<file path="src/pci_target_defines.vh">
// pci_target_defines.vh: shared constants of the target back-end port
// assumes inclusion by bare name from design files in the same folder
`ifndef PCI_TARGET_DEFINES_VH
`define PCI_TARGET_DEFINES_VH

// pci bus commands recognised by the core itself (configuration cycles)
`define PCI_CMD_CFG_READ   4'hA
`define PCI_CMD_CFG_WRITE  4'hB

// write buffer shape: data word plus its active-low byte enables
`define WBUF_DATA_W        32
`define WBUF_BE_W          4
`define WBUF_WIDTH         36
`define WBUF_DEPTH         16
`define WBUF_AW            4

// reset values
`define RST_WORD           32'h0000_0000
`define RST_BE_N           4'hF

`endif

</file>
<file path="src/word_fifo.v">
// word_fifo.v: first-word-fall-through fifo with valid/ready both sides
// assumes one clock and an active-low asynchronous reset already synced
`timescale 1ns/1ps

module word_fifo #(
  parameter WIDTH = 36,                 // word width
  parameter DEPTH = 16,                 // number of words
  parameter AW    = 4                   // address width, 2**AW == DEPTH
) (
  input  wire             clk_i,        // clock
  input  wire             rst_n_i,      // synced reset, active low
  input  wire             in_valid_i,   // producer offers a word
  output wire             in_ready_o,   // room for a word
  input  wire [WIDTH-1:0] in_data_i,    // word to store
  output wire             out_valid_o,  // head word present
  input  wire             out_ready_i,  // consumer takes the head
  output wire [WIDTH-1:0] out_data_o,   // head word
  output wire [AW:0]      level_o       // words held
);

  reg [WIDTH-1:0] mem [0:DEPTH-1];      // storage array
  reg [AW-1:0]    wr_ptr_ff;            // next slot to write
  reg [AW-1:0]    rd_ptr_ff;            // head slot
  reg [AW:0]      count_ff;             // occupancy

  wire push = in_valid_i & in_ready_o;  // honest handshakes only
  wire pop  = out_valid_o & out_ready_i;

  assign in_ready_o  = (count_ff != DEPTH[AW:0]);
  assign out_valid_o = (count_ff != {(AW+1){1'b0}});
  assign out_data_o  = mem[rd_ptr_ff];
  assign level_o     = count_ff;

  // storage has no reset; unread slots are never shown as valid
  always @(posedge clk_i) begin
    if (push) begin
      mem[wr_ptr_ff] <= in_data_i;
    end
  end

  // pointers and occupancy; simultaneous push and pop keep the count
  always @(posedge clk_i or negedge rst_n_i) begin
    if (!rst_n_i) begin
      wr_ptr_ff <= {AW{1'b0}};
      rd_ptr_ff <= {AW{1'b0}};
      count_ff  <= {(AW+1){1'b0}};
    end else begin
      if (push) begin
        wr_ptr_ff <= wr_ptr_ff + 1'b1;
      end
      if (pop) begin
        rd_ptr_ff <= rd_ptr_ff + 1'b1;
      end
      if (push && !pop) begin
        count_ff <= count_ff + 1'b1;
      end else if (pop && !push) begin
        count_ff <= count_ff - 1'b1;
      end
    end
  end

endmodule

</file>
<file path="src/pci_target_backend_port.v">
// pci_target_backend_port.v: pci target engine and its back-end port
// assumes pci inputs synchronous to clk_i and back-end logic on clk_i
`timescale 1ns/1ps
`include "pci_target_defines.vh"

module pci_target_backend_port (
  input  wire        clk_i,               // pci clock, 40 MHz
  input  wire        reset_n_i,           // async reset, active low
  input  wire        pci_frame_n_i,       // frame, active low
  input  wire        pci_irdy_n_i,        // initiator ready, active low
  input  wire        pci_idsel_i,         // config select
  input  wire [31:0] pci_ad_i,            // ad bus as seen
  input  wire [3:0]  pci_cbe_n_i,         // command / byte enables
  output wire [31:0] pci_ad_o,            // read data to ad bus
  output wire        pci_ad_oe_o,         // ad driven, high = drive
  output wire        pci_devsel_n_o,      // devsel, active low
  output wire        pci_trdy_n_o,        // target ready, active low
  output wire        pci_stop_n_o,        // stop, active low
  output wire        pci_tctl_oe_o,       // devsel/trdy/stop driven
  output wire [31:0] tgt_addr_wdata_o,    // address or write word
  output wire [3:0]  tgt_cmd_byte_en_o,   // command or byte enables
  output wire        addr_valid_o,        // first clock of access
  output wire        addr_step_o,         // one data word done
  input  wire        app_rd_cmd_hit_i,    // back-end read decode
  input  wire        app_wr_cmd_hit_i,    // back-end write decode
  input  wire        space_hit_i,         // address in device space
  output wire        app_write_o,         // user write in progress
  output wire        cfg_write_o,         // config write in progress
  output wire        app_read_o,          // user read in progress
  output wire        cfg_read_o,          // config read in progress
  input  wire        backend_ready_i,     // back-end ready
  input  wire        backend_stop_i,      // request disconnect
  input  wire        backend_abort_i,     // request target abort
  input  wire [31:0] backend_read_word_i, // user read data
  input  wire [31:0] cfg_read_word_i      // config read data
);

  localparam [2:0] S_IDLE  = 3'd0;        // waiting for a frame
  localparam [2:0] S_DEC   = 3'd1;        // address valid, decode
  localparam [2:0] S_RD    = 3'd2;        // read data phases
  localparam [2:0] S_WR    = 3'd3;        // write data phases
  localparam [2:0] S_STOP  = 3'd4;        // stop held until frame ends
  localparam [2:0] S_TURN  = 3'd5;        // drive controls high once
  localparam [2:0] S_DRAIN = 3'd6;        // empty write buffer
  localparam [2:0] S_WAIT  = 3'd7;        // not ours, let it pass

  // reset release through two flops
  reg        rst_meta_ff;                 // first stage
  reg        rst_sync_ff;                 // second stage, used below
  wire       rst_n = rst_sync_ff;         // synced reset

  reg [2:0]  state_ff;                    // current state
  reg [31:0] ad_ff;                       // read data driven on bus
  reg        ad_oe_ff;                    // ad driven
  reg        devsel_n_ff;                 // devsel
  reg        trdy_n_ff;                   // trdy
  reg        stop_n_ff;                   // stop
  reg        tctl_oe_ff;                  // control pins driven
  reg [31:0] addr_ff;                     // back-end address/data
  reg [3:0]  cbe_ff;                      // back-end command/enables
  reg        valid_ff;                    // address-valid
  reg        step_ff;                     // address-step
  reg        app_wr_ff;                   // user write flag
  reg        cfg_wr_ff;                   // config write flag
  reg        app_rd_ff;                   // user read flag
  reg        cfg_rd_ff;                   // config read flag
  reg        idsel_ff;                    // idsel caught with address
  reg        frame_prev_ff;               // frame one clock ago

  reg [2:0]  nxt_state;
  reg [31:0] nxt_ad;
  reg        nxt_ad_oe;
  reg        nxt_devsel_n;
  reg        nxt_trdy_n;
  reg        nxt_stop_n;
  reg        nxt_tctl_oe;
  reg [31:0] nxt_addr;
  reg [3:0]  nxt_cbe;
  reg        nxt_valid;
  reg        nxt_step;
  reg        nxt_app_wr;
  reg        nxt_cfg_wr;
  reg        nxt_app_rd;
  reg        nxt_cfg_rd;
  reg        nxt_idsel;
  reg        push;                        // write word into buffer

  wire [35:0] fifo_out;                   // head: {be_n, data}
  wire        fifo_out_valid;             // buffer holds a word
  wire        fifo_in_ready;              // buffer has room
  wire [4:0]  fifo_level;                 // words held

  // a data phase completes when both readies are low together
  wire xfer = ~trdy_n_ff & ~pci_irdy_n_i;
  // new frame only on a falling edge, so a missed frame is not re-seen
  wire frame_start = frame_prev_ff & ~pci_frame_n_i;
  wire term_req = backend_stop_i | backend_abort_i;
  // write buffer drains whenever the back-end is ready
  wire pop = fifo_out_valid & backend_ready_i;
  // room check counts the word landing this edge; pop is ignored so
  // that trdy never promises a slot that a stalled back-end keeps full
  wire [5:0] fill_next = {1'b0, fifo_level} + {5'd0, push};
  wire room = (fill_next < `WBUF_DEPTH);

  wire dec_cfg_rd = valid_ff & idsel_ff & (cbe_ff == `PCI_CMD_CFG_READ);
  wire dec_cfg_wr = valid_ff & idsel_ff & (cbe_ff == `PCI_CMD_CFG_WRITE);
  wire usr_hit = valid_ff & ~idsel_ff & space_hit_i;
  wire dec_usr_rd = usr_hit & app_rd_cmd_hit_i;
  wire dec_usr_wr = usr_hit & app_wr_cmd_hit_i & ~app_rd_cmd_hit_i;

  // reset synchroniser: the second flop alone feeds the design
  always @(posedge clk_i or negedge reset_n_i) begin
    if (!reset_n_i) begin
      rst_meta_ff <= 1'b0;
      rst_sync_ff <= 1'b0;
    end else begin
      rst_meta_ff <= 1'b1;
      rst_sync_ff <= rst_meta_ff;
    end
  end

  word_fifo #(
    .WIDTH (`WBUF_WIDTH),
    .DEPTH (`WBUF_DEPTH),
    .AW    (`WBUF_AW)
  ) u_wbuf (
    .clk_i       (clk_i),
    .rst_n_i     (rst_n),
    .in_valid_i  (push),
    .in_ready_o  (fifo_in_ready),
    .in_data_i   ({pci_cbe_n_i, pci_ad_i}),
    .out_valid_o (fifo_out_valid),
    .out_ready_i (pop),
    .out_data_o  (fifo_out),
    .level_o     (fifo_level)
  );

  // next-state and output decisions of the target engine
  always @* begin
    nxt_state    = state_ff;
    nxt_ad       = ad_ff;
    nxt_ad_oe    = ad_oe_ff;
    nxt_devsel_n = devsel_n_ff;
    nxt_trdy_n   = trdy_n_ff;
    nxt_stop_n   = stop_n_ff;
    nxt_tctl_oe  = tctl_oe_ff;
    nxt_addr     = addr_ff;
    nxt_cbe      = cbe_ff;
    nxt_valid    = 1'b0;
    nxt_step     = 1'b0;
    nxt_app_wr   = app_wr_ff;
    nxt_cfg_wr   = cfg_wr_ff;
    nxt_app_rd   = app_rd_ff;
    nxt_cfg_rd   = cfg_rd_ff;
    nxt_idsel    = idsel_ff;
    push         = 1'b0;
    if (pop) begin
      nxt_addr = fifo_out[31:0];
      nxt_cbe  = fifo_out[35:32];
      nxt_step = 1'b1;
    end
    case (state_ff)
      S_IDLE: begin
        if (frame_start) begin
          nxt_addr  = pci_ad_i;
          nxt_cbe   = pci_cbe_n_i;
          nxt_valid = 1'b1;
          nxt_idsel = pci_idsel_i;
          nxt_state = S_DEC;
        end
      end
      S_DEC: begin
        // claim the cycle only when some decode hit
        if (dec_cfg_rd | dec_cfg_wr | dec_usr_rd | dec_usr_wr) begin
          nxt_devsel_n = 1'b0;
          nxt_tctl_oe  = 1'b1;
          nxt_app_wr   = dec_usr_wr;
          nxt_cfg_wr   = dec_cfg_wr;
          nxt_app_rd   = dec_usr_rd;
          nxt_cfg_rd   = dec_cfg_rd;
          if (dec_cfg_rd | dec_usr_rd) begin
            nxt_state = S_RD;
          end else begin
            nxt_trdy_n = 1'b0;
            nxt_state  = S_WR;
          end
        end else begin
          nxt_state = S_WAIT;
        end
      end
      S_RD: begin
        nxt_ad_oe = 1'b1;
        nxt_cbe   = pci_cbe_n_i;
        if (xfer) begin
          nxt_step   = 1'b1;
          nxt_trdy_n = 1'b1;
        end
        if (xfer & pci_frame_n_i) begin
          nxt_state = S_TURN;
        end else if (term_req) begin
          nxt_trdy_n   = 1'b1;
          nxt_stop_n   = 1'b0;
          nxt_devsel_n = backend_abort_i;
          nxt_state    = S_STOP;
        end else if (!xfer && trdy_n_ff && !step_ff && backend_ready_i) begin
          nxt_ad     = cfg_rd_ff ? cfg_read_word_i : backend_read_word_i;
          nxt_trdy_n = 1'b0;
        end
      end
      S_WR: begin
        push = xfer;
        if (xfer & pci_frame_n_i) begin
          nxt_state = S_TURN;
        end else if (term_req) begin
          nxt_trdy_n   = 1'b1;
          nxt_stop_n   = 1'b0;
          nxt_devsel_n = backend_abort_i;
          nxt_state    = S_STOP;
        end else begin
          nxt_trdy_n = ~room;
        end
      end
      S_STOP: begin
        // stop stays low until the initiator releases frame
        if (pci_frame_n_i) begin
          nxt_state = S_TURN;
        end
      end
      S_TURN: begin
        nxt_tctl_oe = 1'b0;
        nxt_app_rd  = 1'b0;
        nxt_cfg_rd  = 1'b0;
        nxt_state   = (app_wr_ff | cfg_wr_ff) ? S_DRAIN : S_IDLE;
      end
      S_DRAIN: begin
        // frames arriving here are not claimed: they master-abort
        // write flag stays up until the last step ends
        if (!fifo_out_valid) begin
          nxt_app_wr = 1'b0;
          nxt_cfg_wr = 1'b0;
          nxt_state  = S_IDLE;
        end
      end
      S_WAIT: begin
        if (pci_frame_n_i) begin
          nxt_state = S_IDLE;
        end
      end
      default: begin
        nxt_state = S_IDLE;
      end
    endcase
    // on entry to turnaround drive the controls high for one clock
    if (nxt_state == S_TURN && state_ff != S_TURN) begin
      nxt_devsel_n = 1'b1;
      nxt_trdy_n   = 1'b1;
      nxt_stop_n   = 1'b1;
      nxt_ad_oe    = 1'b0;
    end
  end

  // state register; every output below leaves straight from here
  always @(posedge clk_i or negedge rst_n) begin
    if (!rst_n) begin
      state_ff      <= S_IDLE;
      ad_ff         <= `RST_WORD;
      ad_oe_ff      <= 1'b0;
      devsel_n_ff   <= 1'b1;
      trdy_n_ff     <= 1'b1;
      stop_n_ff     <= 1'b1;
      tctl_oe_ff    <= 1'b0;
      addr_ff       <= `RST_WORD;
      cbe_ff        <= `RST_BE_N;
      valid_ff      <= 1'b0;
      step_ff       <= 1'b0;
      app_wr_ff     <= 1'b0;
      cfg_wr_ff     <= 1'b0;
      app_rd_ff     <= 1'b0;
      cfg_rd_ff     <= 1'b0;
      idsel_ff      <= 1'b0;
      frame_prev_ff <= 1'b1;
    end else begin
      state_ff      <= nxt_state;
      ad_ff         <= nxt_ad;
      ad_oe_ff      <= nxt_ad_oe;
      devsel_n_ff   <= nxt_devsel_n;
      trdy_n_ff     <= nxt_trdy_n;
      stop_n_ff     <= nxt_stop_n;
      tctl_oe_ff    <= nxt_tctl_oe;
      addr_ff       <= nxt_addr;
      cbe_ff        <= nxt_cbe;
      valid_ff      <= nxt_valid;
      step_ff       <= nxt_step;
      app_wr_ff     <= nxt_app_wr;
      cfg_wr_ff     <= nxt_cfg_wr;
      app_rd_ff     <= nxt_app_rd;
      cfg_rd_ff     <= nxt_cfg_rd;
      idsel_ff      <= nxt_idsel;
      frame_prev_ff <= pci_frame_n_i;
    end
  end

  assign pci_ad_o          = ad_ff;
  assign pci_ad_oe_o       = ad_oe_ff;
  assign pci_devsel_n_o    = devsel_n_ff;
  assign pci_trdy_n_o      = trdy_n_ff;
  assign pci_stop_n_o      = stop_n_ff;
  assign pci_tctl_oe_o     = tctl_oe_ff;
  assign tgt_addr_wdata_o  = addr_ff;
  assign tgt_cmd_byte_en_o = cbe_ff;
  assign addr_valid_o      = valid_ff;
  assign addr_step_o       = step_ff;
  assign app_write_o       = app_wr_ff;
  assign cfg_write_o       = cfg_wr_ff;
  assign app_read_o        = app_rd_ff;
  assign cfg_read_o        = cfg_rd_ff;

endmodule

</file>
<file path="config.mk">
export PLATFORM = sky130hd
export DESIGN_NAME = pci_target_backend_port
export DESIGN_NICKNAME = d
export VERILOG_FILES = /design/src/word_fifo.v /design/src/pci_target_backend_port.v
export VERILOG_INCLUDE_DIRS = /design/src
export SDC_FILE = /design/constraint.sdc
export NUM_CORES = 1
export LEC_CHECK = 0
export ABC_CLOCK_PERIOD_IN_PS = 2800
export BUFFER_PORTS_ARGS = -buffer_cell sky130_fd_sc_hd__buf_4
export CAP_MARGIN = 40
export CORE_MARGIN = 5
export CORE_UTILIZATION = 40
export DETAILED_ROUTE_END_ITERATION = 6
export GPL_ROUTABILITY_DRIVEN = 0
export PLACE_DENSITY = 0.7
export SYNTH_ARGS = -nofsm -noshare
export SYNTH_HDL_FRONTEND = slang
export SYNTH_SLANG_ARGS = --single-unit
</file>
<file path="constraint.sdc">
create_clock -name clk_i -period 2.8 [get_ports clk_i]
set_input_delay 0.42 -clock clk_i [delete_from_list [all_inputs] [get_ports clk_i]]
set_output_delay 0.42 -clock clk_i [all_outputs]
set_load 0.03 [all_outputs]
</file>
==> results of run 1 <==
[cells by family after synthesis]
| group | Yosys count |
|---|---|
| AOI/OAI and AO/OA | 184 |
| buffers and inverters | 90 |
| DFF | 675 |
| and+or+nand+nor | 158 |
| muxes | 243 |
| other | 1 |
| xor gates and xnor gates | 11 |
| adders and majority gates | 10 |
[area by class of cell]
type / instances / area share [%]
multi-input combinational: 607 / 20.5
tap: 864 / 3.37
inverter: 14 / 0.164
sequential: 675 / 61.8
clock inverter: 29 / 1.04
clock buffer: 100 / 6.14
timing repair buffer: 258 / 7.00
[critical path, cell delays in order, from the launching register on]
cell      delay, ns
dfrtp_1        0.45
nor4_4         0.38
buf_4          0.20
a211oi_4       0.06
ha_1           0.22
inv_1          0.14
ha_1           0.29
a21o_1         0.19
a21oi_1        0.18
xnor2_1        0.14
nor2_1         0.07
xnor2_1        0.13
[registers in the layout, summed over array words and instances, names as in the netlist, 3 cells and up]
signal,cells
u_wbuf.mem,576
u_wbuf.wr_ptr_ff,4
tgt_addr_wdata_o,32
state_ff,3
pci_ad_o,32
tgt_cmd_byte_en_o,4
u_wbuf.level_o,5
u_wbuf.rd_ptr_ff,4
[where the power goes]
| group | total [mW] | switching [mW] | internal (mW) |
|---|---|---|---|
| clock network | 9.22 | 3.80 | 5.42 |
| registers | 12.4 | 0.756 | 11.6 |
| logic | 8.81 | 4.71 | 4.10 |
| total | 30.4 | 9.26 | 21.1 |
[per-layer routing]
metal	global-route usage (%)	vias up	wire length (µm)
met2	28.1	545	29900
met5	0	-	0
met1	23.1	7198	25400
met4	3.77	0	1160
li1	-	6051	-
met3	3.90	88	4860
[how the worst max path moves through the flow]
stage                        endpoint  cells after the start
global route        u_wbuf.level_o[4]                     11
floorplan           u_wbuf.mem[10][0]                      6
global placement    u_wbuf.level_o[4]                     12
finish              u_wbuf.level_o[4]                     11
CTS                 u_wbuf.level_o[4]                     11
detailed placement  u_wbuf.level_o[4]                     11
[layout by cell type (no fill, tap or decap), drive strengths merged, types with 18 or more instances in the layout]
master and instances:
edfxtp 576, a21oi 77, mux2i 97, dfrtp 91
nor2 50, buf 256, a22o 32, inv 18
o21ai 43, clkbuf 100, nand2 56, mux4 144
==> flow_summary.yaml, run 1 <==
run_status:
  status: "completed"
clocking:
  hold_buffers: 2
  cts_resized: 0
  cts_tree: "built"
  cts_buffer_depth: 3
  clock_sinks: 675
  clkLatencyLatePin_ns: 0.61
  cts_buffers: 72
  cts_setup_buffers: 0
  cts-root-buf: "clkbuf_16"
  path_clk_slew_ns: 0.05
  htreeDepth: 3
logic_synthesis:
  synth_xor_area_share_pct: 0.361
  yosys_register_bits: 675
  yosysWarnings: 0
  ys_seq_area_share_pct: 74.1
  synth.most_common_cell: "edfxtp_1"
  syn_inst: 1372
  yosys.area_share.simple_pct: 2.82
  synth_ff_type: "edfxtp_1"
  ys_types: 60
  synth_edf_count: 576
  synthArstFlopShare_pct: 14.7
  syn_nets: 1493
  synth_compound_area_share_pct: 4.67
  synth_top_area_share_pct: 64.8
  synth_area_leaders: "edfxtp_1 65%, mux4_2 12%, dfrtp_1 8.5%"
  synth_top_family_by_area: "multiplexers"
  synthAdderAreaFrac_pct: 0.497
  syn_area_mm2: 0.0267
  yosysTopAreaCell: "edfxtp_1"
  synth_mux_area_share_pct: 15.9
  synth_common_cells: "576 x edfxtp_1, 144 x mux4_2, 97 x mux2i_1"
  syn_area_per_cell_um2: 19.5
placement:
  io_buffers: 189
  dp_hpwl_mm: 37.9
  placedInstanceArea_mm2: 0.0297
  dp.cells: 2416
  preCtsSetupSlack_ns: 0.236
timing:
  fmax_ghz: 0.389
  finClkSkew_ns: 0.0272
  hold_ws_ns: 0.0535
  final.period_utilization_pct: 91.8
  rsz0062_at_grt: "no"
  worstMarginPinSlew_ns: 0.642
  hold_viol: 0
  final-setup-viol-count: 0
  finalMaxSlewViolations: 0
  slew_headroom_pct: 57.1
  finalCriticalPeriod_ns: 2.57
  timing.final.ws_setup_ns: 0.231
  tns_ns: 0
routing:
  viasPerCell: 5.45
  dr.pass1.iters: 5
  routed_wl_mm: 61.3
  drt_iter0_drc: 1034
  wl_per_cell_um: 24.1
  vias: 13900
  drcViolationCount: 0
  postRouteAntennaNets: 0
critical_path:
  critPathArrivalTime_ns: 3.05
  crit_path_end_kind: "register"
  worstReg2RegStart: "u_wbuf.level_o[3]"
  startpoint: "u_wbuf.level_o[3]"
  worst_setup_path_start_kind: "register"
  path_class: "reg2reg"
  cp_data_required_time_ns: 3.28
  r2r_cells: 11
  reg2reg_slack_ns: 0.23
  cp_max_fo: 5
  r2r_end: "u_wbuf.level_o[4]"
hold_path:
  hold_depth: 3
  hold_path_class: "in2reg"
  whs_endpoint: "idsel_ff"
  holdCritStartpoint: "pci_idsel_i"
floorplan:
  die-area_mm2: 0.0720
  coreArea_mm2: 0.0660
  die_w_um: 268
  start_util_pct: 40.5
  die_y_um: 268
  rows: 94
  io_pins: 190
layout:
  fin_cells: 2547
  layout-drive-gt1-share_pct: 33.7
  layout.nets: 1749
  area_growth_pct: 20.0
  finalInstanceArea_mm2: 0.0320
  nFillCells: 5293
  multi_input_area_mm2: 0.00657
  antennaDiodeCount: 0
  seq_area_mm2: 0.0198
  final_core_util_pct: 48.6
grt:
  grt.overflow.total: 0
  grt_max_degree: 65
  grt_pass1_wl_mm: 92.1
  grt_pass1_vias: 14700
  track_usage_pct: 16.9
  antenna_found_initial: 1
power_and_ir_drop:
  vdd_ir_drop_max_mv: 0.580
  power_density_mw_per_mm2: 948
  p_leak_nw: 11.0
  total_power_mw: 30.4
run:
  drv_cap: 0
(Power assumes the default switching activity.)
==> inputs of run 2 (changes only) <==
GPL_TIMING_DRIVEN = 0   (was default)
==> flow_summary.yaml, run 2 (synthesized netlist as in run 1, its figures left out) <==
run_status:
  status: "completed"
timing:
  hold_viol: 0
  final.period_utilization_pct: 96.7
  fmax_ghz: 0.369
  final-setup-viol-count: 0
  finalMaxSlewViolations: 0
  worstMarginPinSlew_ns: 0.896
  timing.final.ws_setup_ns: 0.0918
  finalCriticalPeriod_ns: 2.71
  finClkSkew_ns: 0.0227
  rsz0062_at_grt: "no"
  slew_headroom_pct: 40.3
power_and_ir_drop:
  total_power_mw: 30.8
  p_leak_nw: 11.2
  vdd_ir_drop_max_mv: 0.589
  power_density_mw_per_mm2: 950
floorplan:
  coreArea_mm2: 0.0660
  start_util_pct: 40.5
  rows: 94
  die-area_mm2: 0.0720
  io_pins: 190
  die_w_um: 268
  die_y_um: 268
clocking:
  cts-root-buf: "clkbuf_16"
  path_clk_slew_ns: 0.06
  cts_buffer_depth: 3
  clock_sinks: 675
  htreeDepth: 3
  cts_buffers: 71
  clkLatencyLatePin_ns: 0.61
  cts_tree: "built"
routing:
  drt_iter0_drc: 1321
  wl_per_cell_um: 25.1
  drcViolationCount: 0
  postRouteAntennaNets: 0
  vias: 14500
  viasPerCell: 5.57
  routed_wl_mm: 65.4
  dr.pass1.iters: 5
layout:
  regMostFlops: "u_wbuf.mem"
  layout-drive-gt1-share_pct: 34.5
  final_cell_mix: "576 x edfxtp_1, 213 x buf_4, 144 x mux4_2"
  largest_reg_flops: 576
  antennaDiodeCount: 0
  nFillCells: 5251
  area_growth_pct: 21.5
  final_common_cell: "edfxtp_1"
  fin_cells: 2603
  layout.nets: 1803
critical_path:
  cp_data_required_time_ns: 3.10
  critPathArrivalTime_ns: 3.01
  worst_setup_path_start_kind: "register"
  cp_max_fo: 13
  path_class: "reg2reg"
  r2r_cells: 10
  crit_path_end_kind: "register"
grt:
  grt_max_degree: 57
  grt_pass1_wl_mm: 96.3
  track_usage_pct: 17.9
  antenna_found_initial: 1
  grt_pass1_vias: 15100
  grt.overflow.total: 0
run:
  drv_cap: 0
placement:
  dp_hpwl_mm: 42.3
  dp.cells: 2454
  preCtsSetupSlack_ns: -0.362
  io_buffers: 189
hold_path:
  hold_depth: 3
  hold_path_class: "in2reg"
[run 2: changes by cell type in the layout (fill, tap and decap cells not counted), sizes merged]
cell,before,now
clkinvlp,5,1
clkinv,15,24
clkbuf,100,122
bufinv,5,7
buf,256,283
[run 2: cell type report]
type,count,area (µm²),area share (%)
Buffer,76,398,1.23
Clock buffer,94,1900,5.87
Clock inverter,36,434,1.34
Inverter,14,55.1,0.170
Multi-Input combinational cell,607,6580,20.3
Sequential cell,675,19800,61.0
Tap cell,864,1080,3.33
Timing Repair Buffer,237,2190,6.74
[run 2: metrics by stage]
stage | utilization (%) | hold slack (ns) | setup TNS (ns) | cell area, µm²
6_report | 49.1 | 0.0456 | 0 | 32400
5_1_grt | 49.1 | 0.0338 | 0 | 32400
4_1_cts | 49.0 | 0.00458 | 0 | 32300
3_5_place_dp | 45.3 | 0.204 | -40.62 | 29900
3_3_place_gp | 44.3 | 0.203 | -1025.18 | 29200
2_1_floorplan | - | 0.124 | -134.90 | 26700
[run 2: timing repair]
item,in CTS,in global routing
buffers inserted,10,6
gates resized for setup,1,24
hold buffers,2,0
endpoints found under the hold margin,3,0
setup endpoints to repair,219,232
pin swaps,7,5
gates cloned,0,0
[run 2: report_power, final]
part / switching, mW / total (mW) / leakage [nW] / internal, mW
sequential: 0.532 / 12.1 / 6.38 / 11.6
combinational: 5.23 / 9.35 / 3.70 / 4.12
clock: 3.83 / 9.33 / 1.14 / 5.50
[run 2: critical path, stage by stage (launching register included)]
cell and delay, ns:
dfrtp_1 0.37, buf_4 0.17, nand2b_1 0.14, buf_4 0.17
a211oi_4 0.31, buf_4 0.17, nand2_1 0.22, nor3_4 0.29
buf_8 0.23, buf_16 0.18, buf_16 0.16
[run 2: path summary, 6_finish.rpt]
check,from,end,slack [ns]
worst max-delay path,state_ff[2],u_wbuf.mem[4][24],0.09
worst min-delay path,pci_idsel_i,idsel_ff,0.05
worst max register to register,state_ff[2],u_wbuf.mem[4][24],0.09
worst min register to register,rst_meta_ff,rst_n,0.35
max in group asynchronous,rst_n,frame_prev_ff,1.57
min in group asynchronous,reset_n_i,rst_n,0.15
[run 2: layer usage]
metal | part of all wire [%] | global-route usage [%] | vias to the layer above
met5 | 0.020 | 0 | -
met4 | 2.7 | 5.22 | 2
met1 | 40 | 24.3 | 7506
li1 | - | - | 6166
met3 | 9.4 | 4.38 | 115
met2 | 48 | 29.3 | 710
==> inputs of run 3 (changes only) <==
BUFFER_PORTS_ARGS = default   (was -buffer_cell sky130_fd_sc_hd__buf_4)
DONT_BUFFER_PORTS = 1   (was default)
PLACE_DENSITY = 0.67   (was 0.7)
SLEW_MARGIN = 20   (was default)
==> flow_summary.yaml, run 3 (synthesized netlist as in run 1, its figures left out) <==
run_status:
  status: "finished with violations"
  violations: "negative setup slack"
critical_path:
  cpMostUsedCell: "buf_2"
  critPathArrivalTime_ns: 3.07
  path_cells: "buf_2, nand2b_1, buf_2, a211oi_4, nor3b_2, and2_4"
  cp_max_fo: 36
  path_class: "reg2reg"
  worstReg2RegStart: "state_ff[2]"
  r2r_end: "u_wbuf.mem[1][9]"
  r2r_cells: 6
  crit_path_end_kind: "register"
  cp_data_required_time_ns: 3.05
  reg2reg_slack_ns: -0.03
  worst_path_max_delay_cell: "and2_4"
  worst_setup_path_start_kind: "register"
  critical_path.max_stage_delay_ns: 0.73
routing:
  wl_per_cell_um: 26.4
  vias: 13900
  routed_wl_mm: 65.3
  drt_iter0_drc: 1294
  drcViolationCount: 0
  postRouteAntennaNets: 0
  viasPerCell: 5.64
  dr.pass1.iters: 5
timing:
  timing.final.ws_setup_ns: -0.0271
  finalMaxSlewViolations: 0
  finClkSkew_ns: 0.0428
  worstMarginPinSlew_ns: 0.868
  fmax_ghz: 0.354
  slew_headroom_pct: 42.1
  hold_viol: 0
  finalCriticalPeriod_ns: 2.83
  final-setup-viol-count: 47
  final.period_utilization_pct: 101
  rsz0062_at_grt: "yes"
floorplan:
  start_util_pct: 40.5
  die_w_um: 268
  coreArea_mm2: 0.0660
  rows: 94
  die_y_um: 268
  die-area_mm2: 0.0720
  io_pins: 190
layout:
  nFillCells: 5275
  layout-drive-gt1-share_pct: 25.2
  regMostFlops: "u_wbuf.mem"
  final_cell_mix: "576 x edfxtp_1, 144 x mux4_2, 97 x mux2i_1"
  final_core_util_pct: 47.8
  final_common_cell: "edfxtp_1"
  area_growth_pct: 18.1
  largest_reg_flops: 576
  layout.nets: 1671
clocking:
  cts_tree: "built"
  path_clk_slew_ns: 0.05
  cts_buffers: 73
  cts-root-buf: "clkbuf_16"
  htreeDepth: 3
  clock_sinks: 675
  clkLatencyLatePin_ns: 0.64
  cts_buffer_depth: 3
power_and_ir_drop:
  vdd_ir_drop_max_mv: 0.600
  p_leak_nw: 10.5
  power_density_mw_per_mm2: 955
grt:
  grt.overflow.total: 0
  grt_pass1_vias: 14500
  use_met3_pct: 5.29
  track_usage_pct: 17.9
  grt_max_degree: 58
  grt_pass1_wl_mm: 95.3
  grtUsageMet2_pct: 29.5
  busiest_layer: "met2"
  gr-usage-met1_pct: 23.7
  antenna_found_initial: 3
placement:
  dp_hpwl_mm: 39.5
  preCtsSetupSlack_ns: -0.188
  io_buffers: 0
run:
  drv_cap: 0
hold_path:
  whs_endpoint: "pci_ad_o[3]"
  holdCritStartpoint: "cfg_read_word_i[3]"
  hold_path_class: "in2reg"
  hold_depth: 2
[run 3: changes by cell type in the layout (fill, tap and decap cells not counted), sizes merged]
| cell | delta |
|---|---|
| and2 | +1 |
| buf | -193 |
| bufinv | -3 |
| clkbuf | +4 |
| clkinv | -3 |
| diode | +4 |
| dlygate4sd3 | +58 |
| inv | +4 |
[run 3: critical path: cells and delay by family, from the launching register on]
family / cells / cell delay [ns]
buffers and inverters: 2 / 0.35
flip-flops: 1 / 0.38
AND/OR/NAND/NOR: 3 / 1.37
AO/OA/AOI/OAI: 1 / 0.33
[run 3: how the worst max path moves through the flow]
stage                      start           endpoint  slack, ns  depth (start not counted)
floorplan            state_ff[2]  u_wbuf.mem[10][0]      -0.52                          6
global placement     state_ff[2]  u_wbuf.mem[11][7]      -2.56                          6
detailed placement   state_ff[2]   u_wbuf.mem[7][7]      -0.19                          8
CTS                 pci_trdy_n_o  u_wbuf.mem[3][27]     -0.008                          5
global route         state_ff[2]  u_wbuf.level_o[4]      -0.12                         12
finish               state_ff[2]   u_wbuf.mem[1][9]      -0.03                          6
[run 3: final cells by class]
cell class | instances | area, µm² | area share (%)
flip-flops and latches | 675 | 19800 | 62.8
well taps | 864 | 1080 | 3.43
multi-input cells | 608 | 6590 | 20.9
diodes | 4 | 10.0 | 0.0318
clock inverters | 34 | 365 | 1.16
plain buffers | 76 | 390 | 1.24
inverters | 14 | 55.1 | 0.175
repair buffers | 102 | 1270 | 4.04
clock buffers | 98 | 1970 | 6.25
[run 3: where the power goes]
part,internal (mW),switching (mW)
registers,11.6,1.61
clock network,5.39,3.96
logic,3.50,4.07
total,20.5,9.63
[run 3: what timing repair did]
item	4_1_cts	5_1_grt
hold buffers	60	0
pin swaps	8	0
endpoints found under the hold margin	630	0
cloned	1	0
setup buffers	15	0
setup endpoints to repair	311	359
resized for setup	2	5
[run 3: metrics by stage]
| step | setup TNS (ns) | area [µm²] | power (mW) | std cells | hold slack (ns) |
|---|---|---|---|---|---|
| after CTS | -0.0364 | 31500 | 30.3 | 2468 | 0.000507 |
| after detailed placement | -35.18 | 28400 | 20.8 | 2260 | 0.124 |
| final | -0.542 | 31500 | 30.1 | 2475 | 0.0333 |
| after global routing | -8.52 | 31500 | 31.4 | 2472 | 0.0144 |
| after global placement | -996.11 | 27800 | 20.5 | 2236 | 0.124 |
| after floorplan | -134.90 | 26700 | 18.6 | 1372 | 0.124 |
[run 3: routing by layer]
layer / wire length, µm / up-vias
met5: 9 / -
met4: 1320 / 2
met3: 6090 / 103
met2: 31700 / 671
met1: 26200 / 7270
li1: - / 5902
